### config.mk
export PLATFORM = sky130hd
export DESIGN_NAME = tsg_top
export DESIGN_NICKNAME = d
export VERILOG_FILES = /design/src/rtl/tsg_pkg.sv /design/src/rtl/tsg_top.sv
export VERILOG_INCLUDE_DIRS = /design/src /design/src/rtl
export SDC_FILE = /design/constraint.sdc
export NUM_CORES = 2
export LEC_CHECK = 0
export ABC_AREA = 1
export BUFFER_PORTS_ARGS = -buffer_cell sky130_fd_sc_hd__buf_2
export CORE_ASPECT_RATIO = 1.5
export CORE_UTILIZATION = 45
export CTS_CLUSTER_SIZE = 10
export DETAILED_ROUTE_END_ITERATION = 8
export PLACE_DENSITY = 0.65
export SYNTH_ARGS = -nofsm -noshare
export SYNTH_HDL_FRONTEND = slang
export SYNTH_SLANG_ARGS = --single-unit
### constraint.sdc
create_clock -name clk_sys -period 26.7 [get_ports clk_sys]
set_clock_uncertainty 0.2 [all_clocks]
set_input_delay 5.34 -clock clk_sys [delete_from_list [all_inputs] [get_ports clk_sys]]
set_output_delay 5.34 -clock clk_sys [all_outputs]
set_load 0.02 [all_outputs]
### src/rtl/tsg_regs.svh
`ifndef TSG_REGS_SVH
`define TSG_REGS_SVH
// ==========================================
// Register offsets
`define TSG_OFF_CFG 8'h00
`define TSG_OFF_NUM 8'h04
`define TSG_OFF_DEN 8'h08
`define TSG_OFF_ATT 8'h0C
`define TSG_OFF_DC 8'h10
`define TSG_OFF_PULSE 8'h14
`define TSG_OFF_STAT 8'h18
// ==========================================
// Field positions
`define TSG_CFG_HI 5
`define TSG_NUM_HI 3
`define TSG_DEN_HI 7
`define TSG_ATT_HI 7
`define TSG_DC_HI 23
`define TSG_PLO_HI 4
`define TSG_PHI_LO 8
`define TSG_PHI_HI 12
// ==========================================
// Reset values
`define TSG_RST_CFG 6'h00
`define TSG_RST_NUM 4'h0
`define TSG_RST_DEN 8'h00
`define TSG_RST_ATT 8'h00
`define TSG_RST_DC 24'h000000
`define TSG_RST_PULSE 10'h000
// ==========================================
// Timing and coding constants
`define TSG_BIT_DIV_LAST 4'hF
`define TSG_MUTE_NIB 4'hF
`define TSG_RANGE_BAD 3'h7
`define TSG_RANGE_LOW 3'h6
`define TSG_ATT_PER_6DB 8'h0C
`endif

### src/rtl/tsg_pkg.sv
// ==========================================
// Shared types
package tsg_pkg;
	typedef enum logic [1:0] {
		TSG_MODE_SINE,
		TSG_MODE_DC,
		TSG_MODE_BITS,
		TSG_MODE_PULSE
	} tsg_mode_t;

	typedef struct packed {
		logic octave;
		logic [2:0] range;
		tsg_mode_t mode;
	} tsg_cfg_t;

	typedef struct packed {
		logic [4:0] high;
		logic [4:0] low;
	} tsg_pulse_t;
endpackage

### src/rtl/tsg_top.sv
`timescale 1ns/100ps
`default_nettype none
`include "tsg_regs.svh"

// Overview of operation
// RQ1: Mode field 00 sine, 01 dc level, 10 external bitstream, 11 pulse.
// RQ2: Sine frequency is 250 Hz over 2^octave times (num+1)/(den+1).
// RQ3: Sine frequency is set for 4.096 MHz and scales with the clock.
// RQ4: Writing numerator or denominator restarts the sine at zero crossing.
// RQ5: Sync high in sine mode forces the phase back to zero crossing.
// RQ6: Range code steps 6 dB from 000 at 0 dB to 110 at -36 dB.
// RQ7: Sine attenuation is 0.5 dB per count, 0 to -119.5 dB.
// RQ8: Attenuation codes with upper nibble all ones mute the sine.
// RQ9: Sine level in dB is range attenuation plus digital attenuation.
// RQ10: Host should prefer low range and small digital attenuation.
// RQ11: Dc level is a signed 24-bit word passed to the modulator.
// RQ12: Dc output is scaled by the selected analog range.
// RQ13: Pulse mode uses low level while sync is low, high level otherwise.
// RQ14: Pulse codes are 5-bit sign-magnitude style, passed as given.
// RQ15: Pulse output ignores the analog range field.
// RQ16: External mode feeds the outside bitstream straight to the converter.
// RQ17: Modulator turns sine or dc sample into a ones-density bitstream.
// RQ18: Undefined range code 111 acts as the lowest range 110.
// RQ19: New mode, range and level fields take effect at the next bit tick.
module tsg_top (
	input wire logic clk_sys, // System clock
	input wire logic reset, // Asynchronous reset
	input wire logic [7:0] reg_addr, // Register byte address
	input wire logic [31:0] reg_wdata, // Register write data
	input wire logic reg_wr, // Write strobe
	input wire logic reg_rd, // Read strobe
	input wire logic sync_in, // Sync pin
	input wire logic switch_or_bitstream_in, // Switch or bitstream pin
	output var logic [31:0] reg_rdata_q, // Read data
	output var logic dac_bit_q, // Ones-density stream to main converter
	output var logic [2:0] dac_range_q, // Range to current generator
	output var logic [23:0] mod_sample_q, // Modulator input sample
	output var logic [4:0] pulse_code_q, // Pulse converter code
	output var logic pulse_en_q // Pulse converter selected
);

	// ==========================================
	// Helper functions

	// Address match for one register
	function automatic logic hit(input logic [7:0] a, input logic [7:0] o);
		return a == o;
	endfunction

	// Quarter-wave sine table, 16 segments, 23-bit magnitude
	function automatic logic [22:0] qtab(input logic [4:0] i);
		logic [22:0] v;
		v = 23'h000000;
		case (i)
			5'h00: v = 23'h000000;
			5'h01: v = 23'h0C8BD3;
			5'h02: v = 23'h18F8B8;
			5'h03: v = 23'h25280C;
			5'h04: v = 23'h30FBC5;
			5'h05: v = 23'h3C56BA;
			5'h06: v = 23'h471CEC;
			5'h07: v = 23'h5133CB;
			5'h08: v = 23'h5A827A;
			5'h09: v = 23'h62F1FE;
			5'h0A: v = 23'h6A6D99;
			5'h0B: v = 23'h70E2CC;
			5'h0C: v = 23'h7641AF;
			5'h0D: v = 23'h7A7D05;
			5'h0E: v = 23'h7D8A5B;
			5'h0F: v = 23'h7F6237;
			5'h10: v = 23'h7FFFFF;
			default: v = 23'h7FFFFF;
		endcase
		return v;
	endfunction

	// Gain for 0 to 5.5 dB in half-dB steps, 0x8000 is unity
	function automatic logic [15:0] att_mant(input logic [7:0] r);
		logic [15:0] m;
		m = 16'h8000;
		case (r)
			8'h00: m = 16'h8000;
			8'h01: m = 16'h78D7;
			8'h02: m = 16'h7215;
			8'h03: m = 16'h6BB3;
			8'h04: m = 16'h65AD;
			8'h05: m = 16'h5FFD;
			8'h06: m = 16'h5A9E;
			8'h07: m = 16'h558C;
			8'h08: m = 16'h50C3;
			8'h09: m = 16'h4C3F;
			8'h0A: m = 16'h47FB;
			8'h0B: m = 16'h43F4;
			default: m = 16'h43F4;
		endcase
		return m;
	endfunction

	// ==========================================
	// Register state
	tsg_pkg::tsg_cfg_t cfg_q, cfg_act_q;
	tsg_pkg::tsg_pulse_t pulse_q, pulse_act_q;
	logic [3:0] num_q;
	logic [7:0] den_q, att_q, att_act_q;
	logic [23:0] dc_q, dc_act_q;
	logic sync_m_q, sync_s_q, sw_m_q, sw_s_q;
	logic [3:0] div_q;
	logic [7:0] acc_q;
	logic [14:0] phase_q;
	logic [23:0] mod_acc_q;

	// ==========================================
	// Bus decode
	wire logic wr_cfg = reg_wr && hit(reg_addr, `TSG_OFF_CFG);
	wire logic wr_num = reg_wr && hit(reg_addr, `TSG_OFF_NUM);
	wire logic wr_den = reg_wr && hit(reg_addr, `TSG_OFF_DEN);
	wire logic wr_att = reg_wr && hit(reg_addr, `TSG_OFF_ATT);
	wire logic wr_dc = reg_wr && hit(reg_addr, `TSG_OFF_DC);
	wire logic wr_pulse = reg_wr && hit(reg_addr, `TSG_OFF_PULSE);

	// Host register writes
	always_ff @(posedge clk_sys or posedge reset) begin
		if (reset) begin
			cfg_q <= `TSG_RST_CFG;
			num_q <= `TSG_RST_NUM;
			den_q <= `TSG_RST_DEN;
			att_q <= `TSG_RST_ATT;
			dc_q <= `TSG_RST_DC;
			pulse_q <= `TSG_RST_PULSE;
		end else begin
			if (wr_cfg) cfg_q <= reg_wdata[`TSG_CFG_HI:0];
			if (wr_num) num_q <= reg_wdata[`TSG_NUM_HI:0];
			if (wr_den) den_q <= reg_wdata[`TSG_DEN_HI:0];
			if (wr_att) att_q <= reg_wdata[`TSG_ATT_HI:0];
			if (wr_dc) dc_q <= reg_wdata[`TSG_DC_HI:0];
			if (wr_pulse) pulse_q <= {reg_wdata[`TSG_PHI_HI:`TSG_PHI_LO], reg_wdata[`TSG_PLO_HI:0]};
		end
	end

	// ==========================================
	// Pin synchronisers and bit tick

	// Two flops per pin, only the second is used
	always_ff @(posedge clk_sys or posedge reset) begin
		if (reset) begin
			sync_m_q <= 1'b0;
			sync_s_q <= 1'b0;
			sw_m_q <= 1'b0;
			sw_s_q <= 1'b0;
		end else begin
			sync_m_q <= sync_in;
			sync_s_q <= sync_m_q;
			sw_m_q <= switch_or_bitstream_in;
			sw_s_q <= sw_m_q;
		end
	end

	// Bit tick every 16 clocks, the ones-density rate
	wire logic tick = (div_q == `TSG_BIT_DIV_LAST);

	// Active copies switch only on a tick so each source changes cleanly
	always_ff @(posedge clk_sys or posedge reset) begin
		if (reset) begin
			div_q <= 4'h0;
			cfg_act_q <= `TSG_RST_CFG;
			att_act_q <= `TSG_RST_ATT;
			dc_act_q <= `TSG_RST_DC;
			pulse_act_q <= `TSG_RST_PULSE;
		end else begin
			div_q <= div_q + 4'h1;
			if (tick) begin // RQ19
				cfg_act_q <= cfg_q;
				att_act_q <= att_q;
				dc_act_q <= dc_q;
				pulse_act_q <= pulse_q;
			end
		end
	end

	// ==========================================
	// Mode decode
	wire logic m_sine = (cfg_act_q.mode == tsg_pkg::TSG_MODE_SINE); // RQ1
	wire logic m_dc = (cfg_act_q.mode == tsg_pkg::TSG_MODE_DC); // RQ1
	wire logic m_bits = (cfg_act_q.mode == tsg_pkg::TSG_MODE_BITS); // RQ1
	wire logic m_pulse = (cfg_act_q.mode == tsg_pkg::TSG_MODE_PULSE); // RQ1

	// ==========================================
	// Sine phase generator
	// A full cycle is 32768 phase units; at full rate two units per clock
	// give 16384 clocks, which is 250 Hz at 4.096 MHz and tracks the clock
	// Sync is level sensitive: in sine mode the phase stays at zero while it is high
	wire logic restart = wr_num || wr_den || (m_sine && sync_s_q); // RQ4 RQ5
	wire logic [8:0] frac_sum = {1'b0, acc_q} + {5'h00, num_q} + 9'h001; // RQ2
	wire logic [8:0] den_one = {1'b0, den_q} + 9'h001;
	wire logic step = (frac_sum >= den_one);
	wire logic [8:0] frac_left = frac_sum - den_one;
	wire logic [7:0] acc_d = step ? frac_left[7:0] : frac_sum[7:0];
	wire logic [14:0] phase_inc = cfg_act_q.octave ? 15'h0001 : 15'h0002; // RQ2 RQ3

	// Phase accumulator, restarts at the zero crossing
	always_ff @(posedge clk_sys or posedge reset) begin
		if (reset) begin
			acc_q <= 8'h00;
			phase_q <= 15'h0000;
		end else if (restart) begin
			acc_q <= 8'h00;
			phase_q <= 15'h0000;
		end else begin
			acc_q <= acc_d;
			if (step) phase_q <= phase_q + phase_inc;
		end
	end

	// ==========================================
	// Sine value and digital attenuation
	wire logic [12:0] qpos = phase_q[13] ? ~phase_q[12:0] : phase_q[12:0];
	wire logic [4:0] qidx = {1'b0, qpos[12:9]};
	wire logic [22:0] tab_lo = qtab(qidx);
	wire logic [22:0] tab_hi = qtab(qidx + 5'h01);
	wire logic [22:0] tab_diff = tab_hi - tab_lo;
	wire logic [31:0] interp_p = {9'h000, tab_diff} * {23'h000000, qpos[8:0]};
	wire logic [22:0] sine_mag = tab_lo + interp_p[31:9];
	wire logic sine_neg = phase_q[14];
	wire logic [23:0] sine_raw = sine_neg ? -{1'b0, sine_mag} : {1'b0, sine_mag};

	// Half-dB steps: whole 6 dB steps by shift, remainder by multiply
	wire logic [7:0] att_six = att_act_q / `TSG_ATT_PER_6DB; // RQ7
	wire logic [7:0] att_six_x = att_six * `TSG_ATT_PER_6DB;
	wire logic [7:0] att_rem = att_act_q - att_six_x;
	wire logic [15:0] att_m = att_mant(att_rem);
	wire logic [38:0] att_p = {16'h0000, sine_mag} * {23'h000000, att_m};
	wire logic [22:0] att_mag = att_p[37:15] >> att_six; // RQ7 RQ9
	wire logic mute = (att_act_q[7:4] == `TSG_MUTE_NIB); // RQ8
	wire logic [23:0] att_signed = sine_neg ? -{1'b0, att_mag} : {1'b0, att_mag};
	wire logic [23:0] sine_val = mute ? 24'h000000 : att_signed; // RQ8

	// ==========================================
	// Source selection
	// Dc word is signed and passes unchanged; range scales it downstream
	wire logic [23:0] sample_d = m_dc ? dc_act_q : // RQ11 RQ12
		(m_sine ? sine_val : 24'h000000);
	// Host keeps attenuation small and lowers range for best noise
	wire logic [2:0] range_d = (cfg_act_q.range == `TSG_RANGE_BAD) ? // RQ6 RQ10 RQ18
		`TSG_RANGE_LOW : cfg_act_q.range;
	// Pulse code bypasses the range path entirely
	wire logic [4:0] pcode_d = !m_pulse ? 5'h00 : // RQ13 RQ14 RQ15
		(sync_s_q ? pulse_act_q.high : pulse_act_q.low);

	// ==========================================
	// First-order ones-density modulator
	// Full scale maps to 25 to 75 percent ones, matching the external stream
	wire logic [23:0] mod_half = {mod_sample_q[23], mod_sample_q[23:1]};
	wire logic [23:0] mod_term = 24'h800000 + mod_half;
	wire logic [24:0] mod_sum = {1'b0, mod_acc_q} + {1'b0, mod_term}; // RQ17
	wire logic bit_d = m_bits ? sw_s_q : // RQ16
		(tick ? mod_sum[24] : dac_bit_q);

	// Output stage
	// Bit only moves on a tick outside bitstream mode, so it lasts 16 clocks
	always_ff @(posedge clk_sys or posedge reset) begin
		if (reset) begin
			mod_acc_q <= 24'h000000;
			mod_sample_q <= 24'h000000;
			dac_bit_q <= 1'b0;
			dac_range_q <= 3'h0;
			pulse_code_q <= 5'h00;
			pulse_en_q <= 1'b0;
		end else begin
			if (tick) mod_acc_q <= mod_sum[23:0]; // RQ17
			mod_sample_q <= sample_d;
			dac_bit_q <= bit_d;
			dac_range_q <= range_d;
			pulse_code_q <= pcode_d;
			pulse_en_q <= m_pulse;
		end
	end

	// ==========================================
	// Read-back
	// Status word: phase, active mode and the synced pins
	wire logic [31:0] stat_w = {10'h000, sw_s_q, sync_s_q, 2'b00,
		cfg_act_q.mode, 1'b0, phase_q};
	wire logic [31:0] rd_val =
		hit(reg_addr, `TSG_OFF_CFG) ? {26'h0000000, cfg_q} :
		hit(reg_addr, `TSG_OFF_NUM) ? {28'h0000000, num_q} :
		hit(reg_addr, `TSG_OFF_DEN) ? {24'h000000, den_q} :
		hit(reg_addr, `TSG_OFF_ATT) ? {24'h000000, att_q} :
		hit(reg_addr, `TSG_OFF_DC) ? {8'h00, dc_q} :
		hit(reg_addr, `TSG_OFF_PULSE) ? {19'h00000, pulse_q.high, 3'h0, pulse_q.low} :
		hit(reg_addr, `TSG_OFF_STAT) ? stat_w : 32'h00000000;

	// Read data stand for the one cycle after the strobe
	always_ff @(posedge clk_sys or posedge reset) begin
		if (reset) reg_rdata_q <= 32'h00000000;
		else reg_rdata_q <= reg_rd ? rd_val : 32'h00000000;
	end
endmodule // tsg_top

`default_nettype wire

==> metrics.md <==
| Metric | Value |
|---|---|
| Outcome | completed |
| Worst hold path startpoint | sync_m_q |
| DIE AREA | 76100 um^2 |
| Post-CTS sizing | 0 |
| R2R cell count | 99 |
| Post-CTS Setup Bufs | 0 |
| Count of final setup violators | 0 |
| Num CTS Buffers | 26 |
| LEAKAGE | 19.2 nW |
| Pin slew with the least headroom to its limit | 1.06 ns |
| Final Cycle Share | 76.6% |
| Startpoint types | flip-flop |
| Starting Density | 45.6% |
| Router iterations before antenna repair | 6 |
| TNS Setup | 0 ns |
| Crit. End Element | flip-flop |
| Max Clk Rate | 0.0489 GHz |
| Reg-to-reg endpoint | mod_sample_q[13] |
| Tot GR Track Use | 26.2% |
| Pwr Total | 0.00198 W |
| Post-DP Area | 35200 um^2 |
| Drt total wl | 95900 um |
| Level count of the clock H-tree | 1 |
| Via density | 5.25 |
| Post-route cell area | 35900 um^2 |
| FILL cells | 7447 |
| Core box area | 74000 um^2 |
| Synth Area in Simple Gates | 22.8% |
| Max Buffers Root-to-Sink | 3 |
| Post-synthesis mux area share | 0% |
| Syn Area/Cell | 7.43 um^2 |
| Largest net degree at the start of global routing | 89 |
| Largest family of logic cells by synthesized area | adder cells |
| Die Ht | 337 um |
| Grt ovf | 0 |
| Reg2reg setup slack | 6.26 ns |
| Synthesized cell area | 33700 um^2 |
| CP required | 26.91 ns |
| Remaining antenna violation count | 0 |
| Initial DRC count | 1807 |
| Max_slew headroom | 29.0% |
| Post-Synth Adder-Cell Area | 36.2% |
| Number of global-route vias before repair | 30400 |
| Final Critical Period | 20.44 ns |
| Yosys warns | 0 |
| Top_reg_cell synth | dfrtp_1 |
| Slowest stage delay, CP | 0.77 ns |
| Final Max Tran Viols | 0 |
| Diode count | 0 |
| Layout Nets | 5321 |
| Die width | 226 um |
| EDFF count, synth | 0 |
| RSZ-0062 raised after global routing | false |
| Arrival @ worst endpoint | 20.65 ns |
| Initial antenna violation count | 0 |
| Syn-to-layout area delta | 6.45% |
| Post-DP HPWL | 77100 um |
| Crit-path max FO | 15 |
| Post-Syn Instances | 4542 |
| Root Buffer | clkbuf_16 |
| Number of port buffers | 95 |
| Wire per inst | 17.2 um |
| WS Path Type | reg2reg |
| CTS Sinks | 221 |
| First-pass GRT wire length | 157000 um |
| Reg2reg start | phase_q[13] |
| Worst path slowest cell | xnor2_1 |
| Worst VDD drop | 0.0000570 V |
| Synth Area in Compound Gates | 9.48% |
| Xor and xnor fraction of the mapped netlist area | 2.78% |
| Clk Latency, worst-skew pair | 0.54 ns |
| PwrDens | 55.1 nW/um^2 |
| Worst hold path class | reg2reg |
| TritonCTS clock tree | yes |
| Hold Fails Final Rpt | 0 |
| Share of layout cells above drive strength 1 | 5.87% |
| Top Ports | 112 |
| Row Count | 122 |
| Max-cap viol count | 0 |
| Sequential area share after synthesis | 16.4% |
| Flop and latch count out of synthesis | 221 |
| Ys async rst share | 100% |
| Hold EP | sync_s_q |
| Hold Path Cell Cnt | 0 |
| Number of remaining DRC errors | 0 |
| CTS Hold Buffers Added | 0 |
| DP Worst Slack | 6.52 ns |
| Routability cong. | 0.967 |
| Final worst slack | 6.26 ns |
| CTS clk-pin slew, worst paths | 0.06 ns |
| Synth cell types | 59 |
| Vias after detailed routing | 29200 |
==> critical path: cells and delay by family (launching register included) <==
kind	cells	cell delay, ns
flops	1	0.73
simple gates	35	3.84
compound gates	23	4.18
xor+xnor	4	1.74
fa+ha+maj	15	6.83
buf+inv	22	2.80
==> worst max path at each step <==
stage / from / end / slack (ns) / depth (start not counted)
2_1_floorplan: phase_q[13] / mod_sample_q[13] / 10.02 / 107
3_3_place_gp: phase_q[13] / mod_sample_q[13] / 6.62 / 97
3_5_place_dp: phase_q[13] / mod_sample_q[13] / 6.52 / 101
4_1_cts: phase_q[13] / mod_sample_q[13] / 6.41 / 101
5_1_grt: phase_q[13] / mod_sample_q[15] / 4.67 / 99
6_report: phase_q[13] / mod_sample_q[13] / 6.26 / 99
==> final cells by class <==
cell class | count | area (um^2) | area share (%)
Multi-Input combinational cell | 3246 | 24200 | 67.3
Sequential cell | 221 | 5530 | 15.4
Inverter | 941 | 3540 | 9.86
Tap cell | 992 | 1240 | 3.46
Timing Repair Buffer | 130 | 738 | 2.06
Clock buffer | 28 | 668 | 1.86
Clock inverter | 2 | 25.0 | 0.0697
==> cell usage after synthesis, types with 11 or more instances <==
| cell type | n | share of area (%) |
|---|---|---|
| a211oi_1 | 16 | 0.36 |
| a21oi_1 | 217 | 3.2 |
| a31oi_1 | 11 | 0.20 |
| buf_2 | 13 | 0.19 |
| clkbuf_1 | 109 | 1.2 |
| dfrtp_1 | 221 | 16 |
| fa_1 | 445 | 26 |
| ha_1 | 264 | 9.8 |
| inv_1 | 918 | 10 |
| inv_2 | 12 | 0.13 |
| nand2_1 | 1094 | 12 |
| nand2_2 | 36 | 0.67 |
| nand3_1 | 218 | 3.2 |
| nand3_2 | 11 | 0.33 |
| nand3b_1 | 13 | 0.29 |
| nand4_1 | 18 | 0.33 |
| nor2_1 | 367 | 4.1 |
| nor3_1 | 45 | 0.67 |
| o21a_1 | 11 | 0.24 |
| o21ai_0 | 231 | 3.4 |
| o21ai_1 | 21 | 0.31 |
| o22ai_1 | 12 | 0.22 |
| or2_2 | 12 | 0.22 |
| xnor2_1 | 51 | 1.3 |
| xor2_1 | 53 | 1.4 |
==> power by group <==
group | internal, W | switching, W | total, W
clock | 0.000175 | 0.000135 | 0.000310
sequential | 0.000370 | 0.0000255 | 0.000395
combinational | 0.000421 | 0.000853 | 0.00127
==> cell usage in the layout (no fill, tap or decap), types with 9 or more instances in the layout <==
master     instances
o21a_1            11
nand2_1         1094
buf_2             95
nand3b_1          13
xor2_1            49
ha_1             264
fa_1             445
o21ai_0          231
nor3_1            44
buf_4             35
nand4_1           18
inv_1            917
clkinv_1          10
a211oi_1          16
nand2_2           36
nand3_2           11
a31oi_1           11
nor2_1           367
o21ai_1           21
o22ai_1           12
clkbuf_16         26
xnor2_1           46
nand3_1          217
inv_2             12
or2_2             12
a21oi_1          217
o211ai_1          10
o221ai_1           9
dfrtp_1          221
==> layer usage <==
metal / part of all wire (%) / global-route usage [%] / routed length [um] / vias to the layer above
met5: 0 / 0 / 0 / -
met4: 6.0 / 14.0 / 5800 / 0
met3: 3.7 / 1.82 / 3580 / 261
met2: 51 / 47.3 / 48400 / 790
met1: 40 / 31.0 / 38100 / 14200
li1: - / - / - / 13900
==> stage by stage <==
step / cells / hold slack, ns / util (%)
after global placement: 5530 / 0.132 / 47.6
after global routing: 5560 / 0.157 / 48.5
after floorplan: 4549 / 0.131 / -
final: 5560 / 0.143 / 48.5
after CTS: 5560 / 0.147 / 48.5
after detailed placement: 5530 / 0.137 / 47.6
==> sequential cells by signal, indices dropped and copies added, names as in the netlist, 10 cells and up <==
register	flops
dc_act_q	24
dc_q	24
mod_acc_q	24
mod_sample_q	24
phase_q	15
pulse_act_q	10
pulse_q	10
reg_rdata_q	24
==> cells by family (layout without fill, tap and decap cells) <==
logic type	count (synthesis)	in the layout
DFF	221	221
xor gates and xnor gates	105	105
adders and majority gates	709	709
AOI/OAI and AO/OA	579	579
and+or+nand+nor	1845	1845
buffers and inverters	1082	1101
other	1	8
No activity file was read; power rests on OpenSTA's default activity.
